`config.mk`:
```
export PLATFORM = sky130hd
export DESIGN_NAME = port_pin_mode_ctrl
export DESIGN_NICKNAME = d
export VERILOG_FILES = /design/src/gpio_pkg.sv /design/src/pin_drive_if.sv /design/src/pin_driver.sv /design/src/port_pin_mode_ctrl.sv
export SDC_FILE = /design/constraint.sdc
export NUM_CORES = 1
export LEC_CHECK = 0
export ABC_AREA = 1
export BUFFER_PORTS_ARGS = -buffer_cell sky130_fd_sc_hd__buf_4
export CORE_MARGIN = 4
export CORE_UTILIZATION = 48
export DETAILED_ROUTE_END_ITERATION = 6
export HOLD_SLACK_MARGIN = 0.03
export PLACE_DENSITY = 0.72
export SYNTH_ARGS = -nofsm -noshare
export SYNTH_HDL_FRONTEND = slang
export SYNTH_HIERARCHICAL = 1
export SYNTH_SLANG_ARGS = --single-unit
```
`constraint.sdc`:
```
create_clock -name i_core_clk -period 1.83 [get_ports i_core_clk]
set_input_delay 0.183 -clock i_core_clk [delete_from_list [all_inputs] [get_ports i_core_clk]]
set_output_delay 0.183 -clock i_core_clk [all_outputs]
set_load 0.01 [all_outputs]
```
`src/gpio_pkg.sv`:
```
package gpio_pkg;
	localparam int ADDR_W = 8;
	localparam int DATA_W = 8;
	localparam int MODE_W = 2;
	localparam int REG_COUNT = 6;
	// Register addresses
	localparam logic [7:0] ADDR_P0_MODE_LO = 8'hac;
	localparam logic [7:0] ADDR_P0_MODE_HI = 8'had;
	localparam logic [7:0] ADDR_P1_MODE_LO = 8'hae;
	localparam logic [7:0] ADDR_P1_MODE_HI = 8'haf;
	localparam logic [7:0] ADDR_P3_LATCH = 8'hb0;
	localparam logic [7:0] ADDR_P2_MODE_LO = 8'hb1;
	// Storage index of each register, address minus the first address
	localparam logic [2:0] IDX_P0_LO = 3'h0;
	localparam logic [2:0] IDX_P0_HI = 3'h1;
	localparam logic [2:0] IDX_P1_LO = 3'h2;
	localparam logic [2:0] IDX_P1_HI = 3'h3;
	localparam logic [2:0] IDX_P3_LATCH = 3'h4;
	localparam logic [2:0] IDX_P2_LO = 3'h5;
	// Reset values
	localparam logic [7:0] MODE_REG_RST = 8'h00;
	localparam logic [7:0] P3_LATCH_RST = 8'hff;
	localparam logic [2:0] DRIVE_RST = 3'h1;
	// Pin mode field codes, upper bit then lower bit
	localparam logic [1:0] MODE_QUASI = 2'h0;
	localparam logic [1:0] MODE_PUSH = 2'h1;
	localparam logic [1:0] MODE_OPEN = 2'h2;
	localparam logic [1:0] MODE_INPUT = 2'h3;
	// Port 3 alternate function bit positions
	localparam int P3_RD_BIT = 7;
	localparam int P3_WR_BIT = 6;
	localparam int P3_CNT1_BIT = 5;
	localparam int P3_CNT0_BIT = 4;
	localparam int P3_IRQ1_BIT = 3;
	localparam int P3_IRQ0_BIT = 2;
	localparam int P3_TX_BIT = 1;
	localparam int P3_RX_BIT = 0;
	// Layout of the synchronised pin vector
	localparam int SYNC_W = 29;
	localparam int SYNC_P0 = 0;
	localparam int SYNC_P1 = 8;
	localparam int SYNC_P2 = 16;
	localparam int SYNC_P3 = 20;
	localparam int SYNC_EA = 28;
endpackage : gpio_pkg

```
`src/pin_drive_if.sv`:
```
`timescale 1ns/1ps
`default_nettype none
interface pin_drive_if #(parameter int WIDTH = 8) ();
	logic [2*WIDTH-1:0] mode;
	logic [WIDTH-1:0] data;
	logic [WIDTH-1:0] force_en;
	logic [WIDTH-1:0] force_out;
	logic [WIDTH-1:0] force_oe;
	logic [WIDTH-1:0] pin_out;
	logic [WIDTH-1:0] pin_oe;
	logic [WIDTH-1:0] pull_up;
	modport ctrl (output mode, data, force_en, force_out, force_oe,
		input pin_out, pin_oe, pull_up);
	modport drv (input mode, data, force_en, force_out, force_oe,
		output pin_out, pin_oe, pull_up);
endinterface : pin_drive_if
`default_nettype wire

```
`src/pin_driver.sv`:
```
`timescale 1ns/1ps
`default_nettype none
module pin_driver #(parameter int WIDTH = 8) (
	// Clock and reset
	input wire logic i_core_clk,
	input wire logic i_rst_n,
	// Pin control
	pin_drive_if.drv bus
);
	import gpio_pkg::*;

	// Result is {oe, out, pull}
	function automatic logic [2:0] drive_of(input logic [1:0] mode, input logic d);
		logic [2:0] r;
		r = 3'h0;
		unique case (mode)
			MODE_QUASI: r = {~d, 1'b0, 1'b1};
			MODE_PUSH: r = {1'b1, d, 1'b0};
			MODE_OPEN: r = {~d, 1'b0, 1'b0};
			MODE_INPUT: r = 3'h0;
		endcase
		return r;
	endfunction : drive_of

	genvar g;
	generate
		for (g = 0; g < WIDTH; g++) begin : g_pin
			logic [2:0] drv_d;
			logic [2:0] drv_q;
			always_comb begin
				if (bus.force_en[g]) begin
					drv_d = {bus.force_oe[g], bus.force_out[g], 1'b0};
				end else begin
					drv_d = drive_of(bus.mode[2*g +: 2], bus.data[g]);
				end
			end
			// Registered so the pads never see decode glitches
			always_ff @(posedge i_core_clk) begin
				if (!i_rst_n) begin
					drv_q <= DRIVE_RST;
				end else begin
					drv_q <= drv_d;
				end
			end
			assign bus.pin_oe[g] = drv_q[2];
			assign bus.pin_out[g] = drv_q[1];
			assign bus.pull_up[g] = drv_q[0];

		end
	endgenerate
endmodule : pin_driver
`default_nettype wire

```
`src/port_pin_mode_ctrl.sv`:
```
`timescale 1ns/1ps
`default_nettype none
// Notes on behaviour
// - Port 0 low register: pins 3..0, two bits each
// - Port 0 high register: pins 7..4, two bits each
// - Port 1 low register: pins 3..0
// - Port 1 high register: pins 7..4
// - Port 2 low register: port 2 pins 3..0
// - Mode codes: quasi, push-pull, open-drain, input
// - All mode registers reset to zero
// - External access and memory control take port 0
// - Port 3 latch, eight bits, resets to ff
// - Pin 7 read strobe when external memory
// - Pin 6 write strobe when external memory
// - Strobe pins ignore mode bits under external memory
// - Pin 5 falling edge counts timer 1
// - Pin 4 falling edge counts timer 0
// - Pin 3 edge or low raises interrupt 1
// - Pin 2 edge or low raises interrupt 0
// - Pin 1 serial transmit or mode-0 clock
// - Pin 0 serial receive or mode-0 data
module port_pin_mode_ctrl (
	// Clock and reset
	input wire logic i_core_clk,
	input wire logic i_rst_n,
	// Special function register access
	input wire logic [gpio_pkg::ADDR_W-1:0] i_sfr_addr,
	input wire logic i_sfr_wr,
	input wire logic i_sfr_rd,
	input wire logic [gpio_pkg::DATA_W-1:0] i_sfr_wdata,
	output logic [gpio_pkg::DATA_W-1:0] o_sfr_rdata,
	output logic o_sfr_ack,
	// External memory selection
	input wire logic i_external_access_pin_n,
	input wire logic i_mem_access_p0_ext,
	input wire logic i_mem_access_p2_ext,
	input wire logic [7:0] i_xmem_p0_out,
	input wire logic i_xmem_p0_oe,
	input wire logic [3:0] i_xmem_p2_out,
	input wire logic i_xmem_rd_n,
	input wire logic i_xmem_wr_n,
	// Port data latches and port 3 modes held elsewhere
	input wire logic [7:0] i_port0_data,
	input wire logic [7:0] i_port1_data,
	input wire logic [3:0] i_port2_data,
	input wire logic [15:0] i_port3_mode,
	// Serial port 0
	input wire logic i_serial0_mode0,
	input wire logic i_serial0_tx,
	input wire logic i_serial0_rx_out,
	output logic o_serial0_rx_data,
	// Timer and interrupt control
	input wire logic i_ext_irq0_en,
	input wire logic i_ext_irq0_edge,
	input wire logic i_ext_irq1_en,
	input wire logic i_ext_irq1_edge,
	output logic o_counter0_ext_tick,
	output logic o_counter1_ext_tick,
	output logic o_ext_irq0_req,
	output logic o_ext_irq1_req,
	// Port 0 pins
	input wire logic [7:0] i_port0_pin,
	output logic [7:0] o_port0_pin,
	output logic [7:0] o_port0_oe,
	output logic [7:0] o_port0_pull,
	output logic [7:0] o_port0_level,
	// Port 1 pins
	input wire logic [7:0] i_port1_pin,
	output logic [7:0] o_port1_pin,
	output logic [7:0] o_port1_oe,
	output logic [7:0] o_port1_pull,
	output logic [7:0] o_port1_level,
	// Port 2 pins 3..0
	input wire logic [3:0] i_port2_pin,
	output logic [3:0] o_port2_pin,
	output logic [3:0] o_port2_oe,
	output logic [3:0] o_port2_pull,
	output logic [3:0] o_port2_level,
	// Port 3 pins
	input wire logic [7:0] i_port3_pin,
	output logic [7:0] o_port3_pin,
	output logic [7:0] o_port3_oe,
	output logic [7:0] o_port3_pull
);
	import gpio_pkg::*;

	logic [DATA_W-1:0] regs_q [REG_COUNT];
	logic [SYNC_W-1:0] meta_q;
	logic [SYNC_W-1:0] sync_q;
	logic [SYNC_W-1:0] prev_q;
	logic [7:0] p3_lvl;
	logic [7:0] p3_fall;
	logic [7:0] p3_alt;
	logic ea_active;
	logic p0_ext;
	logic p2_ext;
	logic strobe_en;
	logic [3:0] wr_dec;
	logic [3:0] rd_dec;

	// Returns {hit, index}
	function automatic logic [3:0] decode(input logic [7:0] addr);
		logic [7:0] off;
		off = addr - ADDR_P0_MODE_LO;
		return {(addr >= ADDR_P0_MODE_LO) && (addr <= ADDR_P2_MODE_LO), off[2:0]};
	endfunction : decode

	assign wr_dec = decode(i_sfr_addr);
	assign rd_dec = decode(i_sfr_addr);

	// Register writes
	always_ff @(posedge i_core_clk) begin
		if (!i_rst_n) begin
			for (int k = 0; k < REG_COUNT; k++) begin
				if (3'(k) == IDX_P3_LATCH) begin
					regs_q[k] <= P3_LATCH_RST;
				end else begin
					regs_q[k] <= MODE_REG_RST;
				end
			end
		end else if (i_sfr_wr && wr_dec[3]) begin
			regs_q[wr_dec[2:0]] <= i_sfr_wdata;
		end
	end

	// Register reads, one cycle after the strobe
	always_ff @(posedge i_core_clk) begin
		if (!i_rst_n) begin
			o_sfr_rdata <= '0;
			o_sfr_ack <= 1'b0;
		end else begin
			o_sfr_ack <= i_sfr_rd && rd_dec[3];
			if (i_sfr_rd) begin
				if (!rd_dec[3]) begin
					o_sfr_rdata <= '0;
				end else if (rd_dec[2:0] == IDX_P3_LATCH) begin
					o_sfr_rdata <= p3_lvl;
				end else begin
					o_sfr_rdata <= regs_q[rd_dec[2:0]];
				end
			end
		end
	end

	// Two-stage synchroniser for every pin; prev_q feeds edge detection only
	always_ff @(posedge i_core_clk) begin
		if (!i_rst_n) begin
			meta_q <= '1;
			sync_q <= '1;
			prev_q <= '1;
		end else begin
			meta_q <= {i_external_access_pin_n, i_port3_pin, i_port2_pin,
				i_port1_pin, i_port0_pin};
			sync_q <= meta_q;
			prev_q <= sync_q;
		end
	end

	assign p3_lvl = sync_q[SYNC_P3 +: 8];
	assign p3_fall = prev_q[SYNC_P3 +: 8] & ~sync_q[SYNC_P3 +: 8];
	assign ea_active = !sync_q[SYNC_EA];
	assign p0_ext = ea_active || i_mem_access_p0_ext;
	assign p2_ext = ea_active || i_mem_access_p2_ext;
	assign strobe_en = p0_ext || p2_ext;

	always_ff @(posedge i_core_clk) begin
		if (!i_rst_n) begin
			o_port0_level <= '1;
			o_port1_level <= '1;
			o_port2_level <= '1;
			o_serial0_rx_data <= 1'b1;
		end else begin
			o_port0_level <= sync_q[SYNC_P0 +: 8];
			o_port1_level <= sync_q[SYNC_P1 +: 8];
			o_port2_level <= sync_q[SYNC_P2 +: 4];
			o_serial0_rx_data <= p3_lvl[P3_RX_BIT];
		end
	end

	// Timer count inputs
	always_ff @(posedge i_core_clk) begin
		if (!i_rst_n) begin
			o_counter0_ext_tick <= 1'b0;
			o_counter1_ext_tick <= 1'b0;
		end else begin
			o_counter1_ext_tick <= p3_fall[P3_CNT1_BIT];
			o_counter0_ext_tick <= p3_fall[P3_CNT0_BIT];
		end
	end

	// Edge or level request; the interrupt block latches and clears it
	always_ff @(posedge i_core_clk) begin
		if (!i_rst_n) begin
			o_ext_irq0_req <= 1'b0;
			o_ext_irq1_req <= 1'b0;
		end else begin
			o_ext_irq1_req <= i_ext_irq1_en && (i_ext_irq1_edge ?
				p3_fall[P3_IRQ1_BIT] : !p3_lvl[P3_IRQ1_BIT]);
			o_ext_irq0_req <= i_ext_irq0_en && (i_ext_irq0_edge ?
				p3_fall[P3_IRQ0_BIT] : !p3_lvl[P3_IRQ0_BIT]);
		end
	end

	// Alternate outputs are ANDed with the latch, so a zero latch blocks them
	always_comb begin
		p3_alt = '1;
		p3_alt[P3_TX_BIT] = i_serial0_tx;
		p3_alt[P3_RX_BIT] = i_serial0_mode0 ? i_serial0_rx_out : 1'b1;
	end

	pin_drive_if #(.WIDTH(8)) p0_if ();
	pin_drive_if #(.WIDTH(8)) p1_if ();
	pin_drive_if #(.WIDTH(4)) p2_if ();
	pin_drive_if #(.WIDTH(8)) p3_if ();

	assign p0_if.mode = {regs_q[IDX_P0_HI], regs_q[IDX_P0_LO]};
	assign p0_if.data = i_port0_data;
	assign p0_if.force_en = {8{p0_ext}};
	assign p0_if.force_out = i_xmem_p0_out;
	assign p0_if.force_oe = {8{i_xmem_p0_oe}};

	assign p1_if.mode = {regs_q[IDX_P1_HI], regs_q[IDX_P1_LO]};
	assign p1_if.data = i_port1_data;
	assign p1_if.force_en = '0;
	assign p1_if.force_out = '0;
	assign p1_if.force_oe = '0;

	assign p2_if.mode = regs_q[IDX_P2_LO];
	assign p2_if.data = i_port2_data;
	assign p2_if.force_en = {4{p2_ext}};
	assign p2_if.force_out = i_xmem_p2_out;
	assign p2_if.force_oe = '1;

	// Strobes bypass the mode bits and the latch
	assign p3_if.mode = i_port3_mode;
	assign p3_if.data = regs_q[IDX_P3_LATCH] & p3_alt;
	assign p3_if.force_en = {strobe_en, strobe_en, 6'h00};
	assign p3_if.force_out = {i_xmem_rd_n, i_xmem_wr_n, 6'h00};
	assign p3_if.force_oe = {2'h3, 6'h00};

	pin_driver #(.WIDTH(8)) u_p0 (.i_core_clk(i_core_clk), .i_rst_n(i_rst_n), .bus(p0_if));
	pin_driver #(.WIDTH(8)) u_p1 (.i_core_clk(i_core_clk), .i_rst_n(i_rst_n), .bus(p1_if));
	pin_driver #(.WIDTH(4)) u_p2 (.i_core_clk(i_core_clk), .i_rst_n(i_rst_n), .bus(p2_if));
	pin_driver #(.WIDTH(8)) u_p3 (.i_core_clk(i_core_clk), .i_rst_n(i_rst_n), .bus(p3_if));

	assign o_port0_pin = p0_if.pin_out;
	assign o_port0_oe = p0_if.pin_oe;
	assign o_port0_pull = p0_if.pull_up;
	assign o_port1_pin = p1_if.pin_out;
	assign o_port1_oe = p1_if.pin_oe;
	assign o_port1_pull = p1_if.pull_up;
	assign o_port2_pin = p2_if.pin_out;
	assign o_port2_oe = p2_if.pin_oe;
	assign o_port2_pull = p2_if.pull_up;
	assign o_port3_pin = p3_if.pin_out;
	assign o_port3_oe = p3_if.pin_oe;
	assign o_port3_pull = p3_if.pull_up;
endmodule : port_pin_mode_ctrl
`default_nettype wire

```
# Yosys cells after proc, flatten, opt, wreduce, memory -nomap -nowiden
# Memories as Yosys holds them, arrays and structs flattened.
# Index checks and enable logic that the tools add are counted.
# totals
ff_bits	202
ram_bits	48
input_bits	109
elab_cells	255
memories	1
# mem_list
memory	words	word_bits	read_ports	rd_clocked_by_memory_dff	wr	line_no	rtl
regs_q	6	8	7	0	6	port_pin_mode_ctrl.sv:87	logic [DATA_W-1:0] regs_q [REG_COUNT];
# classes
add_sub_neg	1
magnitude_cmp	2
eq_ne	85
muxes	54
bitwise	31
n_reduce_logical	40
# ops
cell	n
one-hot mux 3 bit (4 select lines)	28
== test 2 bit, second input constant	56
== test 2 x 1 -> 1 bit, second input constant	28
zero test 2 bit	28
two-way mux 3 bit	15
NOT 1 bit	28
two-way mux 8 bit	3
bitwise AND 8 bit	1
greater-or-equal comparator 8 bit, second input constant	1
less-or-equal comparator 8 bit, second input constant	1
two-way mux 1 bit	8
OR reduction 8 bit	1
bitwise AND 6 bit	1
NOT 6 bit	1
logical AND 1 bit	5
== test 3 bit, second input constant	1
zero test 1 bit	3
logical OR 1 bit	3
subtractor 3 bit, second input constant	1

# Depth between registers and ports, before layout
# Gate-level depths: netlist of run 1.
# depth
ltp_word	8
mapped_depth	10

# Cells and area by module
# The synthesis of run 1 kept the hierarchy.
# modules_own_cells
mod	instances	cells_per_inst	area_each_um2	seq_area_each_um2
port_pin_mode_ctrl	1	599	5969.5	3843.7
pin_driver at u_p0 ...	3	144	1018.5	480.5
pin_driver at u_p2	1	74	515.5	240.2

# Worst setup path after synthesis of run 1
# Ideal clock, no wire load.
# synth_path
kind	input to register
from	in i_sfr_addr[2] (netlist name)
to	mem regs_q[5][0] (enable)
setup_ps	387
arrival_ps	1396
required_ps	1443
setup_slack_ps	48
path_stages	6
n_path_buf	1
path_cell_list	buf_6 nor2_1 nand2_1 nand2_4 nand3_1 o31ai_1
# synth_lines
element	line_no	rtl
start, declared	port_pin_mode_ctrl.sv:27	input wire logic [gpio_pkg::ADDR_W-1:0] i_sfr_addr,
end, declared	port_pin_mode_ctrl.sv:87	

# Worst setup path in the final report of run 1
# layout_path
from	reg sync_q[28]
to	reg u_p0.g_pin[3].drv_q[1]
# layout_via
elab_chain_cells	3
# layout_rtl
element	line_no	rtl
start, declared	port_pin_mode_ctrl.sv:89	logic [SYNC_W-1:0] sync_q;
start signal, assigned	port_pin_mode_ctrl.sv:154	sync_q <= meta_q;
zero test 1 bit	port_pin_mode_ctrl.sv:161	assign ea_active = !sync_q[SYNC_EA];
logical OR 1 bit	port_pin_mode_ctrl.sv:162	assign p0_ext = ea_active || i_mem_access_p0_ext;
named net p0_ext	port_pin_mode_ctrl.sv:95	logic p0_ext;
two-way mux 3 bit	pin_driver.sv:31	if (bus.force_en[g]) begin
end signal, assigned	pin_driver.sv:42	drv_q <= drv_d;
end, declared	pin_driver.sv:29	logic [2:0] drv_q;
# The timed path passes the listed nets, and every way through them passes these cells.
# A chain may end at the register's enable or synchronous reset.

==> results of run 1 <==
-- cells in the mapped netlist --
master    number
dfxtp_1      180
edfxtp_1      64
buf_6          8
clkbuf_1      14
buf_4         20
nor3_1         1
a21oi_2        1
nand3_1       88
nand4_1       32
a21oi_1       28
nand2_1      258
inv_2         19
conb_1         2
buf_1          2
nor2_2        21
or2_2         85
o31ai_1        4
inv_1        155
a21boi_0       1
nand2_4        1
nand3_4        3
nor2_4         2
nor2_1        94
inv_6          3
nand2_2        1
buf_2          4
nand3b_1       2
o211ai_1       3
nand4_4        1
o21ai_0        8
-- metal layers --
metal	vias to the layer above	part of all wire (%)	GRT usage, %
met5	-	0	0
met4	0	1.8	5.31
met3	39	8.3	5.20
met2	295	49	39.4
met1	3728	41	27.5
li1	4181	-	-
-- power by group through the flow --
stage | Clock, mW | Combinational (mW) | Sequential [mW]
6_report | 5.26 | 1.41 | 5.93
5_1_grt | 5.59 | 1.56 | 5.95
4_1_cts | 5.35 | 1.39 | 5.92
3_5_place_dp | 0 | 1.18 | 6.04
3_3_place_gp | 0 | 1.16 | 6.04
2_1_floorplan | 0 | 0.591 | 6.06
-- repair_timing --
item	CTS	global route
hold endpoints to repair	100	0
hold buffers	113	0
gates resized for setup	0	3
endpoints found under the setup margin	0	8
-- cell families after synthesis --
family	Yosys count
AND/OR/NAND/NOR	589
buffers and inverters	225
AO/OA/AOI/OAI	45
flip-flops	244
other	2
-- how the worst min path moves through the flow --
stage | startpoint | end | slack (ns) | cells past startpoint
floorplan | i_rst_n | prev_q[22]$_SDFF_PN1_ | 0.27 | 1
global placement | i_port0_pin[0] | meta_q[0]$_SDFF_PN1_ | 0.37 | 2
detailed placement | i_port2_pin[1] | meta_q[17]$_SDFF_PN1_ | 0.37 | 2
CTS | i_xmem_p0_oe | u_p0/g_pin[7].drv_q[2]$_SDFF_PN0_ | 0.03 | 5
global route | i_sfr_rd | o_sfr_ack$_SDFF_PN0_ | 0.06 | 3
finish | i_sfr_rd | o_sfr_ack$_SDFF_PN0_ | 0.04 | 3
-- metrics by stage --
step,hold slack (ns),utilization (%),worst slack (ns)
3_3_place_gp,0.370,60.3,0.157
6_report,0.0444,70.7,0.116
5_1_grt,0.0637,70.7,0.0223
4_1_cts,0.0311,70.6,0.0399
2_1_floorplan,0.272,-,0.0475
3_5_place_dp,0.373,60.3,0.106
-- flip-flops by register name (all words and copies together) (netlist names) --
signal / flops
o_sfr_ack: 1
o_ext_irq0_req: 1
o_counter1_ext_tick: 1
meta_q: 29
o_ext_irq1_req: 1
prev_q: 25
u_p2/g_pin.drv_q: 12
u_p1/g_pin.drv_q: 24
sync_q: 29
o_sfr_rdata: 8
u_p3/g_pin.drv_q: 24
regs_q: 64
o_counter0_ext_tick: 1
u_p0/g_pin.drv_q: 24
-- layout make-up --
class | instances | share of cell area, %
Multi-Input combinational cell | 736 | 24.6
Clock buffer | 41 | 5.96
Inverter | 177 | 4.92
Clock inverter | 5 | 0.390
Timing Repair Buffer | 356 | 21.6
Sequential cell | 244 | 40.0
Antenna cell | 1 | 0.0181
Tap cell | 265 | 2.40
-- critical path, stage by stage, from the launching register on --
cell and delay, ns:
dfxtp_1 0.34, nand2_1 0.09, buf_6 0.25, inv_1 0.12
o21ai_0 0.17, a21oi_1 0.06, dlygate4sd3_1 0.57
==> summary.txt, run 1 <==
Outcome
  • Status: finished clean

CTS
  • Clock sink total: 244
  • # Post-CTS Setup Buffers: 0
  • TritonCTS clock tree: yes
  • Num CTS Buffers: 25
  • CTS Buffer Depth: 3
  • Htree depth: 1
  • Clock Pin Slew Worst Setup and Hold Paths: 0.06 ns
  • Clk root buf: clkbuf_16
  • Worst-skew pair later-pin latency: 0.52 ns

Pwr
  • Sequential Power Share: 47.0%
  • Clock network power share: 41.8%
  • Lkg Pwr: 6.67 nW
  • Sw Share: 22.8%
  • Logic pwr share: 11.2%
  • Switching power: 2.88 mW
  • Pwr Total: 12.6 mW
  • Pint: 9.73 mW
  • VDD IR max: 0.951 mV
  • Cell area power density: 914 nW/um2

Timing
  • Slew @ Worst Pin: 0.611 ns
  • Clock Skew: 0.0110 ns
  • Max_slew headroom: 59.3%
  • Final Critical Period: 1.71 ns
  • RSZ-0062 raised after global routing: false
  • Max Freq: 583 MHz
  • Setup tns final: 0 ns
  • Period utilization: 93.7%
  • Pins Over Slew Limit: 0
  • Fin. Hold Viols: 0
  • Final setup fails: 0

Critical path
  • CP endpoint: u_p0/g_pin[3].drv_q[1]$_SDFF_PN0_
  • Crit path capture type: register
  • Worst Setup SP: sync_q[28]$_SDFF_PN1_
  • CP Launch Type: register
  • Reg2reg start: sync_q[28]$_SDFF_PN1_
  • Critical path data required time: 2.23 ns
  • Setup CP Type: reg2reg
  • R2R Setup Slk: 0.12 ns
  • CP max FO: 30
  • R2R depth: 6
  • Reg2reg end: u_p0/g_pin[3].drv_q[1]$_SDFF_PN0_
  • Crit path DAT: 2.12 ns

Cells and area
  • Final cell count without fillers: 1,825
  • Commonest non-fill, non-tap cell in the layout: nand2_1
  • Sequential cell area: 5530 um2
  • Fin nets: 1,649
  • Fraction of layout cells with a size suffix above 1: 27.1%
  • Area delta synth->final: 44.6%
  • Multi-input gate area: 3400 um2
  • Post-route cell area: 13,800 um2
  • Most frequent cells in the layout: nand2_1, buf_4, dfxtp_1
  • Fillers: 1,496

Floorplanning
  • Die height: 149 um
  • Rows: 51
  • Die W: 149 um
  • Die area: 22,200 um2
  • Initial Util: 48.9%
  • Core area: 19,500 um2
  • Ports: 227

Place
  • Port Buffers: 226
  • Post-DP Area: 11,800 um2
  • HPWL after DPL: 16.9 mm
  • Final Wtd Congestion: 0.858
  • Placed cells: 1,665

Synthesis
  • Post-Synth Simple-Gate Area: 28.9%
  • Yosys top cell area share: 37.8%
  • Cell Area, Synth: 9540 um2
  • Synth top area cells: dfxtp_1, edfxtp_1, nand2_1, inv_1, or2_2
  • Post-synthesis mux area share: 0%
  • Mean Syn Cell Area: 8.63 um2
  • Sequential cell area fraction in the yosys report: 57.9%
  • #FFs+latches synth: 244
  • Compound-Gate Fraction of Synth Area: 2.61%
  • Synthesis Warnings: 6
  • Post-synth top area cell: dfxtp_1
  • Netlist cell types: 30
  • Largest family of logic cells by synthesized area: simple AND/OR/NAND/NOR gates
  • Syn Inst Count: 1,105
  • Adder-cell area share of the yosys netlist: 0%
  • Post-Synth XOR/XNOR Area: 0%

Global route
  • Vias in the first global route: 8,153
  • First-pass GRT wire length: 39.8 mm
  • Global Route Usage Sum: 22.2%
  • GRT overflow: 0
  • Pin count of the biggest net entering global routing: 71
  • Initial antenna violation count: 1

Detailed routing
  • Vias: 8,243
  • DRC viols: 0
  • ANT nets after route: 0
  • DRT Pass-1 Iters: 5
  • Post-Route WL: 25.2 mm
  • Vias per cell: 4.52
  • Avg WL per Cell: 13.8 um
  • Iter 0 DRT Violations: 428

Hold path
  • HP Class: in2reg

Flow run
  • Max-cap violations: 0
No activity file was read; power rests on OpenSTA's default activity.
==> run 2: changes to the inputs <==
Settings changed: SETUP_SLACK_MARGIN set to 0.3.
==> run 2 against run 1 <==
Worst hold slack better by 0.011 ns. Largest power group unchanged. Die area stayed put. Cell area is 1.0% lower. Critical path type unchanged. First-iteration DRC count is 20% higher. Largest cell class unchanged. Critical path depth stayed put. Sequential share of layout area is 0.42 points higher. Global-route usage is 0.49 points lower. Core utilization is 0.74 points lower. Clock skew is 0.00090 ns lower. Clock power is 2% higher. Worst setup slack better by 0.39 ns.
==> summary.txt, run 2 (same netlist as run 1, synthesis figures left out) <==
Global route
  • GRT overflow: 0 (unchanged)
  • Global Route Usage Sum: 21.7% (was 22.2%)
  • Pin count of the biggest net entering global routing: 63 (was 71)
  • Vias in the first global route: 7,966 (was 8,153)
  • First-pass GRT wire length: 39.1 mm (was 39.8 mm)
  • Initial antenna violation count: 0 (was 1)

Cells and area
  • Most frequent cells in the layout: nand2_1, buf_4, dfxtp_1 (unchanged)
  • Commonest non-fill, non-tap cell in the layout: nand2_1 (unchanged)
  • Fin nets: 1,634 (was 1,649)
  • Area delta synth->final: 43.1% (was 44.6%)
  • Layout Utilization: 69.9% (was 70.7%)
  • Largest registers: regs_q: 64 flops, meta_q: 29 flops, sync_q: 29 flops (unchanged)
  • Fillers: 1,477 (was 1,496)
  • Biggest register: regs_q (unchanged)
  • Final cell count without fillers: 1,809 (was 1,825)
  • Fraction of layout cells with a size suffix above 1: 27.7% (was 27.1%)
  • Largest register FFs: 64 (unchanged)

Timing
  • Max_slew headroom: 47.7% (was 59.3%)
  • Clock Skew: 0.0101 ns (was 0.0110 ns)
  • Max Freq: 754 MHz (was 583 MHz)
  • Setup tns final: 0 ns (unchanged)
  • Period utilization: 72.5% (was 93.7%)
  • Slew @ Worst Pin: 0.780 ns (was 0.611 ns)
  • RSZ-0062 raised after global routing: false (unchanged)
  • Pins Over Slew Limit: 0 (unchanged)
  • Worst setup slack after layout: 0.503 ns (was 0.116 ns)
  • Fin. Hold Viols: 0 (unchanged)
  • Final Critical Period: 1.33 ns (was 1.71 ns)
  • Final setup fails: 0 (unchanged)

CTS
  • Quantity of hold-fixing buffers added after cts: 98 (was 113)
  • Post-cts sizing count: 0 (unchanged)
  • Clk root buf: clkbuf_16 (unchanged)
  • CTS Buffer Depth: 3 (unchanged)
  • Htree depth: 1 (unchanged)
  • Clock sink total: 244 (unchanged)
  • Num CTS Buffers: 25 (unchanged)
  • TritonCTS clock tree: yes (unchanged)
  • Clock Pin Slew Worst Setup and Hold Paths: 0.06 ns (about the same)
  • # Post-CTS Setup Buffers: 0 (unchanged)
  • Worst-skew pair later-pin latency: 0.51 ns (was 0.52 ns)

Pwr
  • VDD IR max: 0.752 mV (was 0.951 mV)
  • Pwr Total: 12.7 mW (was 12.6 mW)
  • Lkg Pwr: 6.59 nW (was 6.67 nW)
  • Cell area power density: 929 nW/um2 (was 914 nW/um2)

Floorplanning
  • Die W: 149 um (unchanged)
  • Die height: 149 um (unchanged)
  • Die area: 22,200 um2 (unchanged)
  • Core area: 19,500 um2 (unchanged)
  • Initial Util: 48.9% (unchanged)
  • Ports: 227 (unchanged)
  • Rows: 51 (unchanged)

Critical path
  • Buf/Inv on CP: 1 (was 3)
  • Slowest stage cell, crit path: nand2_1 (was dlygate4sd3_1)
  • CP Launch Type: register (unchanged)
  • Setup CP Type: reg2reg (unchanged)
  • Most used cell, CP: nand2_1
  • CP max FO: 16 (was 30)
  • R2R depth: 6 (unchanged)
  • CP max stage delay: 0.40 ns (was 0.57 ns)
  • Crit path DAT: 1.78 ns (was 2.12 ns)
  • Top delay family on crit path: simple AND/OR/NAND/NOR gates (was buffers and inverters)
  • WP depth: 6 (unchanged)
  • Critical path data required time: 2.29 ns (was 2.23 ns)
  • Crit path capture type: register (unchanged)
  • Worst path cell trace: nand2_1 -> nor2_2 -> nand2_1 -> nand3_1 -> nand2_1 -> inv_1 (was nand2_1 -> buf_6 -> inv_1 -> o21ai_0 -> a21oi_1 -> dlygate4sd3_1)

Flow run
  • Max-cap violations: 0 (unchanged)

Detailed routing
  • Iter 0 DRT Violations: 513 (was 428)
  • Post-Route WL: 24.8 mm (was 25.2 mm)
  • DRT Pass-1 Iters: 6 (was 5)
  • Avg WL per Cell: 13.7 um (was 13.8 um)
  • ANT nets after route: 0 (unchanged)
  • Vias per cell: 4.51 (was 4.52)
  • Vias: 8,150 (was 8,243)
  • DRC viols: 0 (unchanged)

Outcome
  • Status: finished clean (unchanged)

Place
  • Placed cells: 1,665 (unchanged)
  • Dpl ws: 0.0635 ns (was 0.106 ns)
  • HPWL after DPL: 17.2 mm (was 16.9 mm)
  • Port Buffers: 226 (unchanged)
  • Final Wtd Congestion: 0.875 (was 0.858)

Hold path
  • Min-Delay Path Depth: 6 (was 3)
  • HP Class: in2reg (unchanged)
==> run 2: cell count changes in the layout (fill, tap and decap cells not counted), sizes merged <==
cell         delta
dlygate4sd3    -15
clkbuf          -5
bufinv          +2
clkinvlp        +1
diode           +1
==> run 2: cell type report <==
cell class,instances,area (um2),share of cell area [%]
Sequential cell,244,5530,40.5
Multi-Input combinational cell,736,3410,24.9
Timing Repair Buffer,341,2820,20.6
Clock buffer,36,769,5.64
Inverter,177,679,4.98
Tap cell,265,332,2.43
Clock inverter,8,119,0.871
Antenna cell,2,5.00,0.0367
==> run 2: routing by layer <==
| metal | wire length [um] | track usage, % |
|---|---|---|
| met1 | 10200 | 27.3 |
| met2 | 12000 | 37.9 |
| met3 | 2180 | 5.14 |
| met4 | 436 | 5.49 |
| met5 | 0 | 0 |
==> run 2: path summary, 6_finish.rpt <==
path | startpoint | endpoint | slack (ns)
worst max-delay path | sync_q[28]$_SDFF_PN1_ | u_p2/g_pin[0].drv_q[2]$_SDFF_PN0_ | 0.50
worst min-delay path | i_port0_data[0] | u_p0/g_pin[0].drv_q[2]$_SDFF_PN0_ | 0.06
worst max register to register | sync_q[28]$_SDFF_PN1_ | u_p2/g_pin[0].drv_q[2]$_SDFF_PN0_ | 0.50
worst min register to register | meta_q[1]$_SDFF_PN1_ | sync_q[1]$_SDFF_PN1_ | 0.41
==> run 2: through the flow <==
step,area (um2),hold slack (ns)
5_1_grt,13600,0.0607
3_3_place_gp,11800,0.369
3_5_place_dp,11800,0.373
2_1_floorplan,9930,0.272
4_1_cts,13600,0.0339
6_report,13700,0.0556
==> run 2: power by group <==
part | switching, mW | total, mW | internal [mW]
registers | 0.121 | 5.93 | 5.81
logic | 0.698 | 1.39 | 0.688
clock network | 2.03 | 5.37 | 3.34
==> run 2: worst min-delay path: stages <==
cell and delay [ns]:
buf_4 0.09, inv_1 0.03, nand2_1 0.05, nand3_1 0.07, nand2_1 0.06, inv_1 0.03
